### src/rtl/dacsp_pkg.sv
// package for the two-wire slave port: addresses, codes, bit counts
// assumes a single system clock; imported by the port, which sizes its fifo from it
package dacsp_pkg;
  // fixed upper four address bits
  localparam logic [3:0] DACSP_ADDR_PREFIX = 4'h9;
  // broadcast address, write only
  localparam logic [6:0] DACSP_BCAST_ADDR = 7'h47;
  // lower address bits per address-select strap
  localparam logic [2:0] DACSP_SEL_GND = 3'h0;
  localparam logic [2:0] DACSP_SEL_VDD = 3'h1;
  localparam logic [2:0] DACSP_SEL_SDA = 3'h2;
  localparam logic [2:0] DACSP_SEL_SCL = 3'h3;
  // address-select pin states as sensed by the pad
  localparam logic [1:0] DACSP_PIN_GND = 2'h0;
  localparam logic [1:0] DACSP_PIN_VDD = 2'h1;
  localparam logic [1:0] DACSP_PIN_SDA = 2'h2;
  localparam logic [1:0] DACSP_PIN_SCL = 2'h3;
  // general call address and reset code
  localparam logic [7:0] DACSP_GCALL_ADDR = 8'h00;
  localparam logic [7:0] DACSP_GCALL_RESET = 8'h06;
  // 10-bit addressing prefix, top five bits 11110
  localparam logic [4:0] DACSP_TEN_BIT_PREFIX = 5'h1E;
  // bits per data unit before the acknowledge clock
  localparam logic [3:0] DACSP_BITS_PER_BYTE = 4'h8;
  // fifo geometry: one word is command plus two data bytes
  localparam int DACSP_FIFO_WIDTH = 24;
  localparam int DACSP_FIFO_DEPTH = 8;
  // byte phases of a frame
  typedef enum logic [2:0]
  {
    DACSP_IDLE = 3'b000,
    DACSP_ADDR = 3'b001,
    DACSP_CMD = 3'b011,
    DACSP_HIGH = 3'b010,
    DACSP_LOW = 3'b110,
    DACSP_READ = 3'b111,
    DACSP_GCALL = 3'b101,
    DACSP_IGNORE = 3'b100
  } dacsp_state_e;
endpackage : dacsp_pkg

### src/rtl/dacsp_fifo.sv
// small synchronous fifo with valid and ready on both sides
// assumes one clock, asynchronous active-high reset
`timescale 1ns/1ps
`default_nettype none
module dacsp_fifo
#(
  parameter int WIDTH = 24,
  parameter int DEPTH = 8
)
(
  input wire logic clock,
  input wire logic sys_rst,
  input wire logic in_valid,
  output logic in_ready,
  input wire logic [WIDTH-1:0] in_data,
  output logic out_valid,
  input wire logic out_ready,
  output logic [WIDTH-1:0] out_data
);
  localparam int AW = $clog2(DEPTH);
  // storage words
  logic [WIDTH-1:0] mem [DEPTH];
  // pointers with wrap bit
  logic [AW:0] wr_ptr;
  logic [AW:0] rd_ptr;
  logic push;
  logic pop;
  // full when pointers differ only in wrap bit
  assign in_ready = !((wr_ptr[AW] != rd_ptr[AW]) && (wr_ptr[AW-1:0] == rd_ptr[AW-1:0]));
  assign out_valid = (wr_ptr != rd_ptr);
  assign out_data = mem[rd_ptr[AW-1:0]];
  assign push = in_valid && in_ready;
  assign pop = out_valid && out_ready;
  // write side
  always_ff @(posedge clock)
  begin
    if (push)
    begin
      mem[wr_ptr[AW-1:0]] <= in_data;
    end
  end
  // pointer update
  always_ff @(posedge clock or posedge sys_rst)
  begin
    if (sys_rst)
    begin
      wr_ptr <= '0;
      rd_ptr <= '0;
    end
    else
    begin
      if (push)
      begin
        wr_ptr <= wr_ptr + 1'b1;
      end
      if (pop)
      begin
        rd_ptr <= rd_ptr + 1'b1;
      end
    end
  end
endmodule : dacsp_fifo
`default_nettype wire

### src/rtl/dacsp_port.sv
// two-wire serial slave port: address match, write and read frames
// assumes scl and sda arrive asynchronously; pads resolve open drain
// What this block does
// - only 7-bit addresses; 10-bit never acknowledged
// - general call 00 then 06 resets
// - reset pulses at ack rise after second byte
// - ninth clock carries acknowledge, low means ack
// - detect start: sda falls while scl high
// - stop releases bus, await start and address
// - sda changes only while scl low
// - acknowledge address on own match, broadcast write or general call
// - eight bits plus ack, receiver acknowledges
// - direction bit picks write or read
// - update is address, command, upper, lower bytes
// - update applied at falling edge after lower ack
// - address prefix fixed at 1001
// - strap gnd 000, vdd 001, sda 010
// - strap sampled in first byte, latched
// - broadcast 1000111 acknowledged for writes only
// - lines open drain, only pull low
// - same protocol at every bit rate
// - read returns upper then lower byte
// - bare read returns last written register
// - command byte names target register
`timescale 1ns/1ps
`default_nettype none
module dacsp_port
(
  input wire logic clock,
  input wire logic sys_rst,
  input wire logic scl_in,
  output logic scl_out,
  output logic scl_oe,
  input wire logic sda_in,
  output logic sda_out,
  output logic sda_oe,
  input wire logic [1:0] address_select_pin,
  output logic soft_reset,
  output logic wr_valid,
  input wire logic wr_ready,
  output logic [7:0] wr_command,
  output logic [7:0] upper_data_byte,
  output logic [7:0] lower_data_byte,
  output logic [7:0] rd_command,
  input wire logic [15:0] rd_data
);
  import dacsp_pkg::*;

  // synchronisers, two flops each
  logic [1:0] scl_sync;
  logic [1:0] sda_sync;
  logic [1:0] sel_sync0;
  logic [1:0] sel_sync1;
  // previous synchronised levels for edge detection
  logic scl_d;
  logic sda_d;
  logic scl_rise;
  logic scl_fall;
  logic start_cond;
  logic stop_cond;
  // frame state
  dacsp_state_e state;
  logic [3:0] bit_cnt; // 0..7 data, 8 ack clock
  logic [7:0] shift;
  logic ack_phase; // inside the ninth clock
  logic ack_drive; // we acknowledge this byte
  logic rd_drive_ok; // master acked, keep sending
  logic [2:0] sel_latch; // latched lower address bits
  logic [7:0] cmd_reg;
  logic [7:0] hi_reg;
  logic [7:0] lo_reg;
  logic [7:0] last_cmd; // last written register
  logic [15:0] tx_word;
  logic rd_second; // sending lower byte
  logic gcall_pend; // reset code seen, pulse at ack rise
  logic update_pend; // lower byte acked, await fall
  logic cmd_sel; // command byte given, read picks it
  logic [DACSP_FIFO_WIDTH-1:0] fifo_in;
  logic fifo_ready;
  logic [DACSP_FIFO_WIDTH-1:0] fifo_out;
  logic fifo_valid;
  logic [6:0] own_addr;

  // synchronise pins before use
  always_ff @(posedge clock or posedge sys_rst)
  begin
    if (sys_rst)
    begin
      scl_sync <= 2'h3;
      sda_sync <= 2'h3;
      sel_sync0 <= 2'h0;
      sel_sync1 <= 2'h0;
      scl_d <= 1'b1;
      sda_d <= 1'b1;
    end
    else
    begin
      scl_sync <= {scl_sync[0], scl_in};
      sda_sync <= {sda_sync[0], sda_in};
      sel_sync0 <= address_select_pin;
      sel_sync1 <= sel_sync0;
      scl_d <= scl_sync[1];
      sda_d <= sda_sync[1];
    end
  end

  // edges of the bus lines; rate independent sampling
  assign scl_rise = scl_sync[1] && !scl_d;
  assign scl_fall = !scl_sync[1] && scl_d;
  assign start_cond = scl_sync[1] && scl_d && sda_d && !sda_sync[1];
  assign stop_cond = scl_sync[1] && scl_d && !sda_d && sda_sync[1];
  // own address from prefix and latched strap
  assign own_addr = {DACSP_ADDR_PREFIX, sel_latch};

  // strap decode, latched while the first byte shifts
  always_ff @(posedge clock or posedge sys_rst)
  begin
    if (sys_rst)
    begin
      sel_latch <= DACSP_SEL_GND;
    end
    else if (state == DACSP_ADDR && !ack_phase && scl_rise)
    begin
      case (sel_sync1)
        DACSP_PIN_GND: sel_latch <= DACSP_SEL_GND;
        DACSP_PIN_VDD: sel_latch <= DACSP_SEL_VDD;
        DACSP_PIN_SDA: sel_latch <= DACSP_SEL_SDA;
        default: sel_latch <= DACSP_SEL_SCL;
      endcase
    end
  end

  // bit counter on scl fall, shift register sampled on scl rise
  always_ff @(posedge clock or posedge sys_rst)
  begin
    if (sys_rst)
    begin
      bit_cnt <= 4'h0;
      shift <= 8'h00;
      ack_phase <= 1'b0;
    end
    else if (start_cond)
    begin
      // the fall that closes the start wraps this to bit 0
      bit_cnt <= '1;
      ack_phase <= 1'b0;
    end
    else if (scl_rise)
    begin
      shift <= {shift[6:0], sda_sync[1]};
    end
    else if (scl_fall && state != DACSP_IDLE)
    begin
      // count clocks: eight data then the ack clock
      if (bit_cnt == DACSP_BITS_PER_BYTE)
      begin
        bit_cnt <= 4'h0;
        ack_phase <= 1'b0;
      end
      else
      begin
        bit_cnt <= bit_cnt + 4'h1;
        ack_phase <= (bit_cnt == DACSP_BITS_PER_BYTE - 4'h1);
      end
    end
  end

  // frame state machine, advances after each eighth bit
  always_ff @(posedge clock or posedge sys_rst)
  begin
    if (sys_rst)
    begin
      state <= DACSP_IDLE;
      ack_drive <= 1'b0;
      cmd_reg <= 8'h00;
      hi_reg <= 8'h00;
      rd_second <= 1'b0;
      gcall_pend <= 1'b0;
      update_pend <= 1'b0;
      rd_drive_ok <= 1'b0;
    end
    else if (start_cond)
    begin
      state <= DACSP_ADDR;
      ack_drive <= 1'b0;
      gcall_pend <= 1'b0;
      update_pend <= 1'b0;
    end
    else if (stop_cond)
    begin
      state <= DACSP_IDLE;
      ack_drive <= 1'b0;
      gcall_pend <= 1'b0;
    end
    else if (scl_fall && bit_cnt == DACSP_BITS_PER_BYTE - 4'h1 && !ack_phase)
    begin
      // byte complete: decide acknowledge and next phase
      ack_drive <= 1'b0;
      case (state)
        DACSP_ADDR:
        begin
          if (shift[7:3] == DACSP_TEN_BIT_PREFIX)
          begin
            state <= DACSP_IGNORE;
          end
          else if (shift == DACSP_GCALL_ADDR)
          begin
            state <= DACSP_GCALL;
            ack_drive <= 1'b1;
          end
          else if (shift[7:1] == own_addr)
          begin
            ack_drive <= 1'b1;
            state <= shift[0] ? DACSP_READ : DACSP_CMD;
            rd_second <= 1'b0;
            rd_drive_ok <= 1'b1;
          end
          else if (shift[7:1] == DACSP_BCAST_ADDR && !shift[0])
          begin
            ack_drive <= 1'b1;
            state <= DACSP_CMD;
          end
          else
          begin
            state <= DACSP_IGNORE;
          end
        end
        DACSP_GCALL:
        begin
          ack_drive <= (shift == DACSP_GCALL_RESET);
          gcall_pend <= (shift == DACSP_GCALL_RESET);
          state <= DACSP_IGNORE;
        end
        DACSP_CMD:
        begin
          cmd_reg <= shift;
          ack_drive <= 1'b1;
          state <= DACSP_HIGH;
        end
        DACSP_HIGH:
        begin
          hi_reg <= shift;
          ack_drive <= 1'b1;
          state <= DACSP_LOW;
        end
        DACSP_LOW:
        begin
          // refuse the byte when the write queue is full
          ack_drive <= fifo_ready;
          update_pend <= fifo_ready;
          state <= DACSP_HIGH;
        end
        default:
        begin
          state <= state;
        end
      endcase
    end
    else if (scl_rise && ack_phase && state == DACSP_READ && !ack_drive)
    begin
      // our own address ack is not an answer from the master
      // master ack after the upper byte keeps us transmitting, nack ends it
      rd_drive_ok <= !sda_sync[1] && !rd_second;
      rd_second <= 1'b1;
    end
    else if (scl_fall && ack_phase)
    begin
      update_pend <= 1'b0;
    end
  end

  // lower byte register and last written command
  always_ff @(posedge clock or posedge sys_rst)
  begin
    if (sys_rst)
    begin
      lo_reg <= 8'h00;
      last_cmd <= 8'h00;
    end
    else if (scl_fall && bit_cnt == DACSP_BITS_PER_BYTE - 4'h1 && !ack_phase
             && state == DACSP_LOW && fifo_ready)
    begin
      lo_reg <= shift;
      last_cmd <= cmd_reg;
    end
  end

  // general call reset pulse at ack rise after the second byte
  always_ff @(posedge clock or posedge sys_rst)
  begin
    if (sys_rst)
    begin
      soft_reset <= 1'b0;
    end
    else
    begin
      soft_reset <= gcall_pend && ack_phase && scl_rise;
    end
  end

  // repeated start after a command byte reads that register
  always_ff @(posedge clock or posedge sys_rst)
  begin
    if (sys_rst)
    begin
      cmd_sel <= 1'b0;
    end
    else if (start_cond)
    begin
      cmd_sel <= (state == DACSP_HIGH);
    end
    else if (stop_cond)
    begin
      cmd_sel <= 1'b0;
    end
  end

  // read word, loaded on the address ack for a read frame
  always_ff @(posedge clock or posedge sys_rst)
  begin
    if (sys_rst)
    begin
      tx_word <= 16'h0000;
      rd_command <= 8'h00;
    end
    else
    begin
      rd_command <= cmd_sel ? cmd_reg : last_cmd;
      if (state == DACSP_READ && ack_phase && scl_rise && !rd_second)
      begin
        tx_word <= rd_data;
      end
      else if (state != DACSP_READ)
      begin
        tx_word <= rd_data;
      end
    end
  end

  // sda drive: pull low for ack or a zero data bit, else release
  always_ff @(posedge clock or posedge sys_rst)
  begin
    if (sys_rst)
    begin
      sda_oe <= 1'b0;
    end
    else if (start_cond || stop_cond || state == DACSP_IDLE || state == DACSP_IGNORE
             && !ack_drive)
    begin
      sda_oe <= 1'b0;
    end
    else if (!scl_sync[1])
    begin
      if (ack_phase)
      begin
        sda_oe <= ack_drive;
      end
      else if (state == DACSP_READ && rd_drive_ok)
      begin
        sda_oe <= rd_second ? !tx_word[4'h7 - bit_cnt[2:0]]
                            : !tx_word[4'hF - {1'b0, bit_cnt[2:0]}];
      end
      else
      begin
        sda_oe <= 1'b0;
      end
    end
  end

  // open drain: only ever drive low, never the clock
  assign sda_out = 1'b0;
  assign scl_out = 1'b0;
  assign scl_oe = 1'b0;

  // queue word: command, upper, lower
  assign fifo_in = {cmd_reg, hi_reg, shift};

  // write queue, pushed when the lower byte completes
  dacsp_fifo
  #(
    .WIDTH(DACSP_FIFO_WIDTH),
    .DEPTH(DACSP_FIFO_DEPTH)
  )
  u_fifo
  (
    .clock(clock),
    .sys_rst(sys_rst),
    .in_valid(scl_fall && bit_cnt == DACSP_BITS_PER_BYTE - 4'h1 && !ack_phase
              && state == DACSP_LOW),
    .in_ready(fifo_ready),
    .in_data(fifo_in),
    .out_valid(fifo_valid),
    .out_ready(wr_ready && !update_pend),
    .out_data(fifo_out)
  );

  // registered update outputs; released after the ack falls
  always_ff @(posedge clock or posedge sys_rst)
  begin
    if (sys_rst)
    begin
      wr_valid <= 1'b0;
      wr_command <= 8'h00;
      upper_data_byte <= 8'h00;
      lower_data_byte <= 8'h00;
    end
    else
    begin
      wr_valid <= fifo_valid && wr_ready && !update_pend;
      if (fifo_valid && wr_ready && !update_pend)
      begin
        wr_command <= fifo_out[23:16];
        upper_data_byte <= fifo_out[15:8];
        lower_data_byte <= fifo_out[7:0];
      end
    end
  end
endmodule : dacsp_port
`default_nettype wire

### config.mk
export PLATFORM = sky130hd
export DESIGN_NAME = dacsp_port
export DESIGN_NICKNAME = d
export VERILOG_FILES = /design/src/rtl/dacsp_pkg.sv /design/src/rtl/dacsp_fifo.sv /design/src/rtl/dacsp_port.sv
export SDC_FILE = /design/constraint.sdc
export NUM_CORES = 1
export LEC_CHECK = 0
export BUFFER_PORTS_ARGS = -buffer_cell sky130_fd_sc_hd__clkbuf_2
export CAP_MARGIN = 20
export CORE_MARGIN = 2
export CORE_UTILIZATION = 50
export DETAILED_ROUTE_END_ITERATION = 10
export HOLD_SLACK_MARGIN = 0.15
export PLACE_DENSITY = 0.67
export SKIP_LAST_GASP = 1
export SYNTH_ARGS = -nofsm -noshare
export SYNTH_HDL_FRONTEND = slang
export SYNTH_SLANG_ARGS = --single-unit
### constraint.sdc
create_clock -name clock -period 4.8 [get_ports clock]
set_input_delay 0.24 -clock clock [delete_from_list [all_inputs] [get_ports clock]]
set_output_delay 0.24 -clock clock [all_outputs]
set_load 0.01 [all_outputs]
# --- After elaboration in Yosys (flattened, before gate mapping) ---
# Memory sizes are Yosys's and may differ from the RTL's. A register that Yosys moved wholly into a read port is not among the register bits.
# Cells that the tools add are included.
word_totals:
  ramBits: 192
  n_memories: 1
  output_inout_bits: 38
  elab_cells: 198
  input_bits: 23
  register_bits: 94
mem_list:
  columns: ["name", "depth", "word_bits", "rd", "rd_ports_with_merged_regs", "write_ports", "line", "text"]
  rows:
  - ["u_fifo.mem", 8, 24, 1, 1, 1, "dacsp_fifo.sv:22", "logic [WIDTH-1:0] mem [DEPTH];"]
op_classes:
  magnitude_cmp: 2
  reduce_logical: 69
  n_eq_ne: 28
  n_mux: 64
  n_bitwise: 2
  n_addsub: 5
ops:
  columns: ["operator", "count"]
  rows:
  - ["1-bit two-way mux", 44]
  - ["1-bit logical AND", 32]
  - ["16-bit two-way mux", 2]
  - ["3-bit two-way mux", 8]
  - ["4-bit two-way mux", 4]
  - ["4-bit by 1-bit adder with 4-bit output, second input constant", 3]
  - ["3-bit == test, second input constant", 4]
  - ["1-bit zero test", 12]
  - ["3-bit case mux with 4 select lines", 1]
  - ["4-bit AND reduction", 3]
  - ["3-bit nonzero test", 4]
  - ["4-bit by 5-bit less-than comparator with 1-bit output, second input constant", 2]
  - ["2-bit != test, second input constant", 5]
  - ["1-bit binary-select mux with 4-bit select", 2]
  - ["8-bit by 3-bit == test with 1-bit output, second input constant", 1]
  - ["8-bit zero test", 1]
  - ["8-bit two-way mux", 1]
  - ["2-bit AND reduction", 4]
  - ["2-bit nonzero test", 4]
  - ["7-bit == test", 1]
  - ["7-bit == test, second input constant", 1]
  - ["7-bit AND reduction", 1]
  - ["3-bit by 2-bit == test with 1-bit output, second input constant", 2]
  - ["3-bit by 2-bit != test with 1-bit output, second input constant", 2]
  - ["other kinds (21)", 26]

# --- Longest topological paths before layout ---
# Gate-level depths: netlist of run 1.
depth:
  ltp_word: 10
  ltp_mapped: 8
  mapped_depth_nobuf: 6

# --- Hierarchy ---
# Synthesis of run 1 repeated with hierarchy kept, for this count alone.
hier_totals:
  cells_unflattened: 682
  hier_area_um2: 12697.2
by_module_without_submodules:
  columns: ["mod", "cells_per_inst", "n_inst", "area_each_um2", "seq_area_each_um2"]
  rows:
  - ["dacsp_fifo", 338, 1, 8015.2, 5965.7]
  - ["dacsp_port", 344, 1, 4682.0, 2735.1]

# --- Worst setup path before layout of run 1 ---
# No wires, ideal clock.
synth_timing:
  path_kind: "flip-flop to flip-flop"
  start: "reg scl_d"
  end: "mem u_fifo.mem[3][0], enable pin"
  t_arrival_ps: 3495
  stages_incl_launch_ff: 7
  period_less_slack_ps: 3935
  setup_slack_ps: 865
  required_time_ps: 4360
  setup_time_ps: 440
  cell_sequence: "dfstp_2 -> or3b_4 -> or2_1 -> buf_6 -> nor3_4 -> buf_6 -> nor3b_1"
synth_via:
  elab_chain_len: 7
synth_lines:
  columns: ["element", "line", "text"]
  rows:
  - ["from (decl)", "dacsp_port.sv:55", "logic scl_d;"]
  - ["from (signal assigned)", "dacsp_port.sv:102", "scl_d <= scl_sync[1];"]
  - ["1-bit logical AND", "dacsp_port.sv:109", "assign scl_fall = !scl_sync[1] && scl_d;"]
  - ["1-bit logical AND (2 in a row)", "dacsp_port.sv:388", ".in_valid(scl_fall && bit_cnt == DACSP_BITS_PER_BYTE - 4'h1 && !ack_phase"]
  - ["1-bit logical AND", "dacsp_port.sv:389", "&& state == DACSP_LOW),"]
  - ["1-bit logical AND", "dacsp_fifo.sv:32", "assign push = in_valid && in_ready;"]
  - ["1-bit two-way mux", "dacsp_fifo.sv:37", "if (push)"]
  - ["1-bit two-way mux (not written as such)", "dacsp_fifo.sv:39", "mem[wr_ptr[AW-1:0]] <= in_data;"]
  - ["to (decl)", "dacsp_fifo.sv:22", null]
# Every way passes these cells.

# --- Worst setup path after layout of run 1 ---
layout_timing:
  start: "reg bit_cnt[1]"
  end: "mem u_fifo.mem[1][9], enable pin"
layout_via:
  elab_chain_len: 7
layout_lines:
  columns: ["element", "line", "text"]
  rows:
  - ["from (decl)", "dacsp_port.sv:63", "logic [3:0] bit_cnt;"]
  - ["from (signal assigned)", "dacsp_port.sv:162", "bit_cnt <= bit_cnt + 4'h1;"]
  - ["4-bit by 3-bit == test with 1-bit output", "dacsp_port.sv:388", null]
  - ["1-bit logical AND (2 in a row)", "dacsp_port.sv:388", null]
  - ["1-bit logical AND", "dacsp_port.sv:389", null]
  - ["1-bit logical AND", "dacsp_fifo.sv:32", null]
  - ["1-bit two-way mux", "dacsp_fifo.sv:37", null]
  - ["1-bit two-way mux (not written as such)", "dacsp_fifo.sv:39", null]
# Every way passes these cells.

==> results of run 1 <==
-- critical path, delay by kind of cell, from the launching register on --
| family | cells | cell delay [ps] |
|---|---|---|
| adder cells (fa/ha/maj) | 1 | 280 |
| flip-flops | 1 | 570 |
| AND/OR/NAND/NOR | 4 | 2020 |
-- layout by cell type (no fill, tap or decap), types with 3 or more instances in the layout --
master / n
mux2_2: 52
conb_1: 3
nand2_1: 69
clkbuf_8: 4
nand3_1: 7
dlygate4sd3_1: 21
clkinv_2: 3
nor3b_1: 3
or4_1: 4
dfrtp_1: 109
buf_4: 13
nor3b_2: 3
and3_1: 4
edfxtp_1: 192
and4b_1: 3
clkbuf_16: 31
inv_1: 7
mux2i_1: 29
dfstp_2: 6
mux4_2: 51
ha_1: 4
nor2_1: 14
a21oi_1: 4
clkbuf_2: 57
clkbuf_1: 14
nand2b_1: 3
o21ai_0: 30
xnor2_1: 7
nor3_1: 5
xor2_1: 9
nand3b_1: 3
-- stage by stage --
stage,utilization [%],std cells
4_1_cts,58.1,1145
3_5_place_dp,53.3,1067
5_1_grt,58.4,1147
2_1_floorplan,-,715
3_3_place_gp,53.3,1067
6_report,58.4,1147
-- final cells by class --
type	count	area, sq um
fill	1815	10100
sequential	309	8710
multi-input combinational	356	3410
clock buffer	50	891
timing repair buffer	93	648
tap	324	405
clock inverter	7	61.3
inverter	8	32.5
-- cell usage after synthesis, drive strengths merged, types with 3 or more instances --
master	n
xnor2	7
edfxtp	192
nand2b	3
nand3	7
nor2	15
inv	8
nand3b	3
mux2i	29
ha	4
and4b	3
clkbuf	24
mux2	52
buf	18
xor2	9
a21oi	4
or2	3
mux4	51
nor3	8
dfrtp	111
and3	4
dfstp	6
nand2	69
or4	4
o21ai	30
nor3b	6
-- per-layer routing --
layer / up-vias / routed length, um / global-route usage, %
li1: 2881 / - / -
met1: 3328 / 9960 / 25.3
met2: 138 / 12200 / 32.3
met3: 27 / 942 / 2.45
met4: 0 / 357 / 4.42
met5: - / 0 / 0
-- how the worst min path moves through the flow --
| stage | startpoint | end | cells after the start |
|---|---|---|---|
| 2_1_floorplan | scl_in | scl_sync[0] | 0 |
| 3_3_place_gp | sda_in | sda_sync[0] | 1 |
| 3_5_place_dp | scl_in | scl_sync[0] | 1 |
| 4_1_cts | scl_in | scl_sync[0] | 2 |
| 5_1_grt | sys_rst | rd_command[0] | 3 |
| 6_report | sys_rst | rd_command[0] | 3 |
-- report_power, final --
part           internal, mW  switching, mW  leakage, nW
logic                 0.146          0.132         1.57
registers              2.89          0.130         3.08
clock network          1.31          0.934        0.465
-- logic make-up (layout without fill, tap and decap cells) --
logic type,after synthesis,after routing,share of synthesized area [%]
other,1,3,0.0305
and+or+nand+nor,143,143,6.16
buffers and inverters,50,158,1.87
muxes,132,132,16.5
xor gates and xnor gates,16,16,1.14
adders and majority gates,4,4,0.407
DFF,309,309,70.8
AOI/OAI and AO/OA,58,58,3.07
==> metrics.txt, run 1 <==
Worst slew margin 28.0%; GRT Total Usage 18.6%; status finished, final reports clean; # nets final 826; Starting Density 50.7%; dpl cell area 12900 sq um; number of remaining DRC errors 0; CP endpoint kind register; worst vdd ir 0.000267 V; synthesized area 12300 sq um; clock root buffer clkbuf_16; share of flip-flops with an asynchronous set or reset 37.9%; worst skew pair latency 550 ps; post-route setup slack 1560 ps; share of layout cells above drive strength 1 29.2%; GRT Residual Overflow 0; number of enable flip-flop cells after synthesis 192; Die W 161 um; CP max stage delay 850 ps; Finished Cell Area 14200 sq um; Hold WS 157 ps; Setup Buffers After CTS 0; global-route wire length before repair 37.2 mm; hold violation total from the final report 0; pre-CTS WS 1520 ps; Mean Syn Cell Area 17.2 sq um; Crit path arrival time 3410 ps; Worst setup endpoint u_fifo.mem[1][9]; CP max stage cell and4bb_2; Worst setup startpoint bit_cnt[1]; First-pass DRT Iterations 4; worst-path cell chain ha_1 -> nand3b_1 -> or2_1 -> nor3_4 -> and4bb_2; Reg2Reg Depth 5; Antenna Cells 0; dominant cells by area after synthesis edfxtp_1 47%, dfrtp_1 23%, mux4_2 9.4%; Final TNS setup 0 ps; fmax 309 MHz; max FFs per register 192; Critical Path Start Type register; R2R setup slack 1560 ps; WL/cell 20.5 um; R2R Path End u_fifo.mem[1][9]; leak pwr 5.11 nW; Num Clock Sinks 309; H-tree depth 1; Critical Setup Path Class reg2reg; pwr dens 392 nW/um^2; CTS tree built; max-slew violation count 0; Required @ worst endpoint 4970 ps; worst slew pin tran 1070 ps; register bit total from synthesis 309; vias in the first global route 6727; number of gates resized after cts 0; Gate Count Post-Synth 713; Routed WL 23.5 mm; hold crit path type in2async; unrepaired setup endpoints after global routing no; Max Cap Viol 0; Core ar. 24200 sq um; initial antenna violation count 0; hpwl dp 14.2 mm; Routed Antenna Nets 0; Layout Skew 10.7 ps; sequential area share after synthesis 70.8%; vias 6374; I/O pins 61; 1st-iter DRT viols 449; Pwr Total 5.55 mW; Rows 57; Yosys cell types 63; hold_buf cts 21; top cell type's share of synthesized area 46.9%; largest net degree at the start of global routing 84; dominant synthesized flop cell edfxtp_1; final setup fails 0; YS warnings 0; die height 161 um; TritonCTS Buffers 31; Period Utilization, post-route 67.5%; clk slew on worst S/H paths 60 ps; maximum fanout along the worst path 24; Area Growth Syn to Fin 15.2%; PortBufs 57; reg2reg start bit_cnt[1]; Final Critical Period 3240 ps; Die Footprint 25800 sq um; global placer's final weighted congestion 0.834; CTS max path bufs 3; biggest area consumer among synthesized cells edfxtp_1; DR vias/cell 5.56
Power figures use the tool's default switching activity.
==> inputs of run 2 (changes only) <==
Settings changed: PLACE_DENSITY 0.67 to 0.7.
Clock period 4.8 ns to 2.9 ns, I/O delays scaled along.
==> run 2 against run 1 <==
Effect of this change:
- power grew 63%
- worst hold slack gained 47 ps
- cell count is 0.87% higher
- clock skew increased by 2.7 ps
- combinational power increased by 89%
- utilization up 0.21 points
- largest cell class unchanged
==> metrics.txt, run 2 (synthesis results as in run 1) <==
unrepaired setup endpoints after global routing no; H-tree depth 1; Switching Share 22.4%; clk slew on worst S/H paths 60 ps; DR vias/cell 5.62; placed insts 1078; vias 6503; pre-CTS WS 317 ps; largest net degree at the start of global routing 66; WL/cell 20.4 um; final setup fails 0; Comb power frac 5.8%; Final TNS setup 0 ps; Critical Path Start Type register; First-pass DRT Iterations 5; # nets final 835; Starting Density 50.7%; Required @ worst endpoint 3120 ps; CTS max path bufs 3; PortBufs 57; Area Growth Syn to Fin 15.6%; Hold WS 204 ps; Die W 161 um; Reg2Reg Depth 5; Finished Cell Area 14200 sq um; P_int 7.02 mW; TritonCTS Buffers 31; Worst slew margin 55.3%; Final Critical Period 2610 ps; worst slew pin tran 671 ps; max FFs per register 192; CP endpoint kind register; status finished, final reports clean; hpwl dp 14.8 mm; Routed Antenna Nets 0; clock power share 39.2%; global placer's final weighted congestion 0.831; GRT Total Usage 18.8%; pwr dens 637 nW/um^2; R2R setup slack 290 ps; Period Utilization, post-route 90.1%; FILL cells 1823; number of remaining DRC errors 0; R2R Path End u_fifo.mem[5][23]; vias in the first global route 6704; clock root buffer clkbuf_16; I/O pins 61; hold crit path type in2async; Max Cap Viol 0; GRT Residual Overflow 0; leak pwr 5.14 nW; worst vdd ir 0.000376 V; commonest cells after routing, fill and taps aside 192 x edfxtp_1, 109 x dfrtp_1, 69 x nand2_1, 57 x clkbuf_2, 52 x mux2_2; Routed WL 23.7 mm; Num Clock Sinks 309; CTS tree built; Layout Skew 13.3 ps; max-slew violation count 0; Pwr Total 9.05 mW; Core ar. 24200 sq um; global-route wire length before repair 37.7 mm; die height 161 um; worst skew pair latency 550 ps; Antenna Cells 0; hold violation total from the final report 0; Critical Setup Path Class reg2reg; Post-Route Utilization 58.6%; 1st-iter DRT viols 614; Layout Cells excl Fill 1157; Psw 2.03 mW; Die Footprint 25800 sq um; post-route setup slack 288 ps; reg2reg start scl_d; maximum fanout along the worst path 14; share of layout cells above drive strength 1 29.8%; Crit path arrival time 2840 ps; Rows 57; most common library cell in the layout ignoring fill and taps edfxtp_1; share of power burned in registers 55.0%; fmax 383 MHz; initial antenna violation count 0; dpl cell area 13100 sq um
run 2: cell count changes in the layout (fill, tap and decap cells not counted), moves of 3 or more:
cell / previous run / this run
buf_4: 13 / 18
buf_12: 0 / 6
clkbuf_8: 4 / 0
clkinv_1: 2 / 7
clkbuf_1: 14 / 11
clkinv_2: 3 / 6
run 2: worst max path at each step:
| stage | startpoint | end | slack (ps) | cells after the start |
|---|---|---|---|---|
| after global routing | bit_cnt[0] | u_fifo.mem[5][23] | 110 | 6 |
| after floorplan | scl_d | u_fifo.mem[5][0] | -820 | 4 |
| after CTS | scl_d | u_fifo.mem[5][23] | 290 | 5 |
| final | scl_d | u_fifo.mem[5][23] | 290 | 5 |
| after global placement | scl_d | u_fifo.mem[5][22] | 360 | 5 |
| after detailed placement | scl_d | u_fifo.mem[5][22] | 320 | 5 |
run 2: layer usage:
| layer | vias to the layer above | GRT usage (%) | part of all wire (%) |
|---|---|---|---|
| met4 | 0 | 3.37 | 1.3 |
| li1 | 2912 | - | - |
| met5 | - | 0 | 0 |
| met2 | 186 | 33.7 | 52 |
| met1 | 3378 | 25.1 | 41 |
| met3 | 27 | 2.38 | 5.7 |
run 2: timing repair:
action	in CTS	in global routing
setup buffers	0	0
hold endpoints to repair	106	0
endpoints found under the setup margin	0	0
hold buffers	21	0
gates resized for setup	0	0
run 2: power groups by stage:
stage               sequential, mW  clock (mW)  combinational (mW)
global placement              5.05           0               0.479
detailed placement            5.07           0               0.507
floorplan                     4.97           0               0.412
global route                  5.00        3.81               0.583
CTS                           4.98        3.62               0.533
finish                        4.98        3.54               0.525
run 2: cell type report:
type	count	area [sq um]	share of cell area, %
Inverter	8	33.8	0.238
Tap cell	324	405	2.85
Clock inverter	16	81.3	0.573
Clock buffer	42	817	5.75
Sequential cell	309	8710	61.3
Multi-Input combinational cell	356	3410	24.0
Timing Repair Buffer	102	751	5.29
run 2: worst max-delay path, stage by stage, from the launching register on:
cell	delay [ps]
dfstp_2	580
or3b_4	420
nor3_1	360
nand3_1	320
nor3b_2	310
buf_4	300
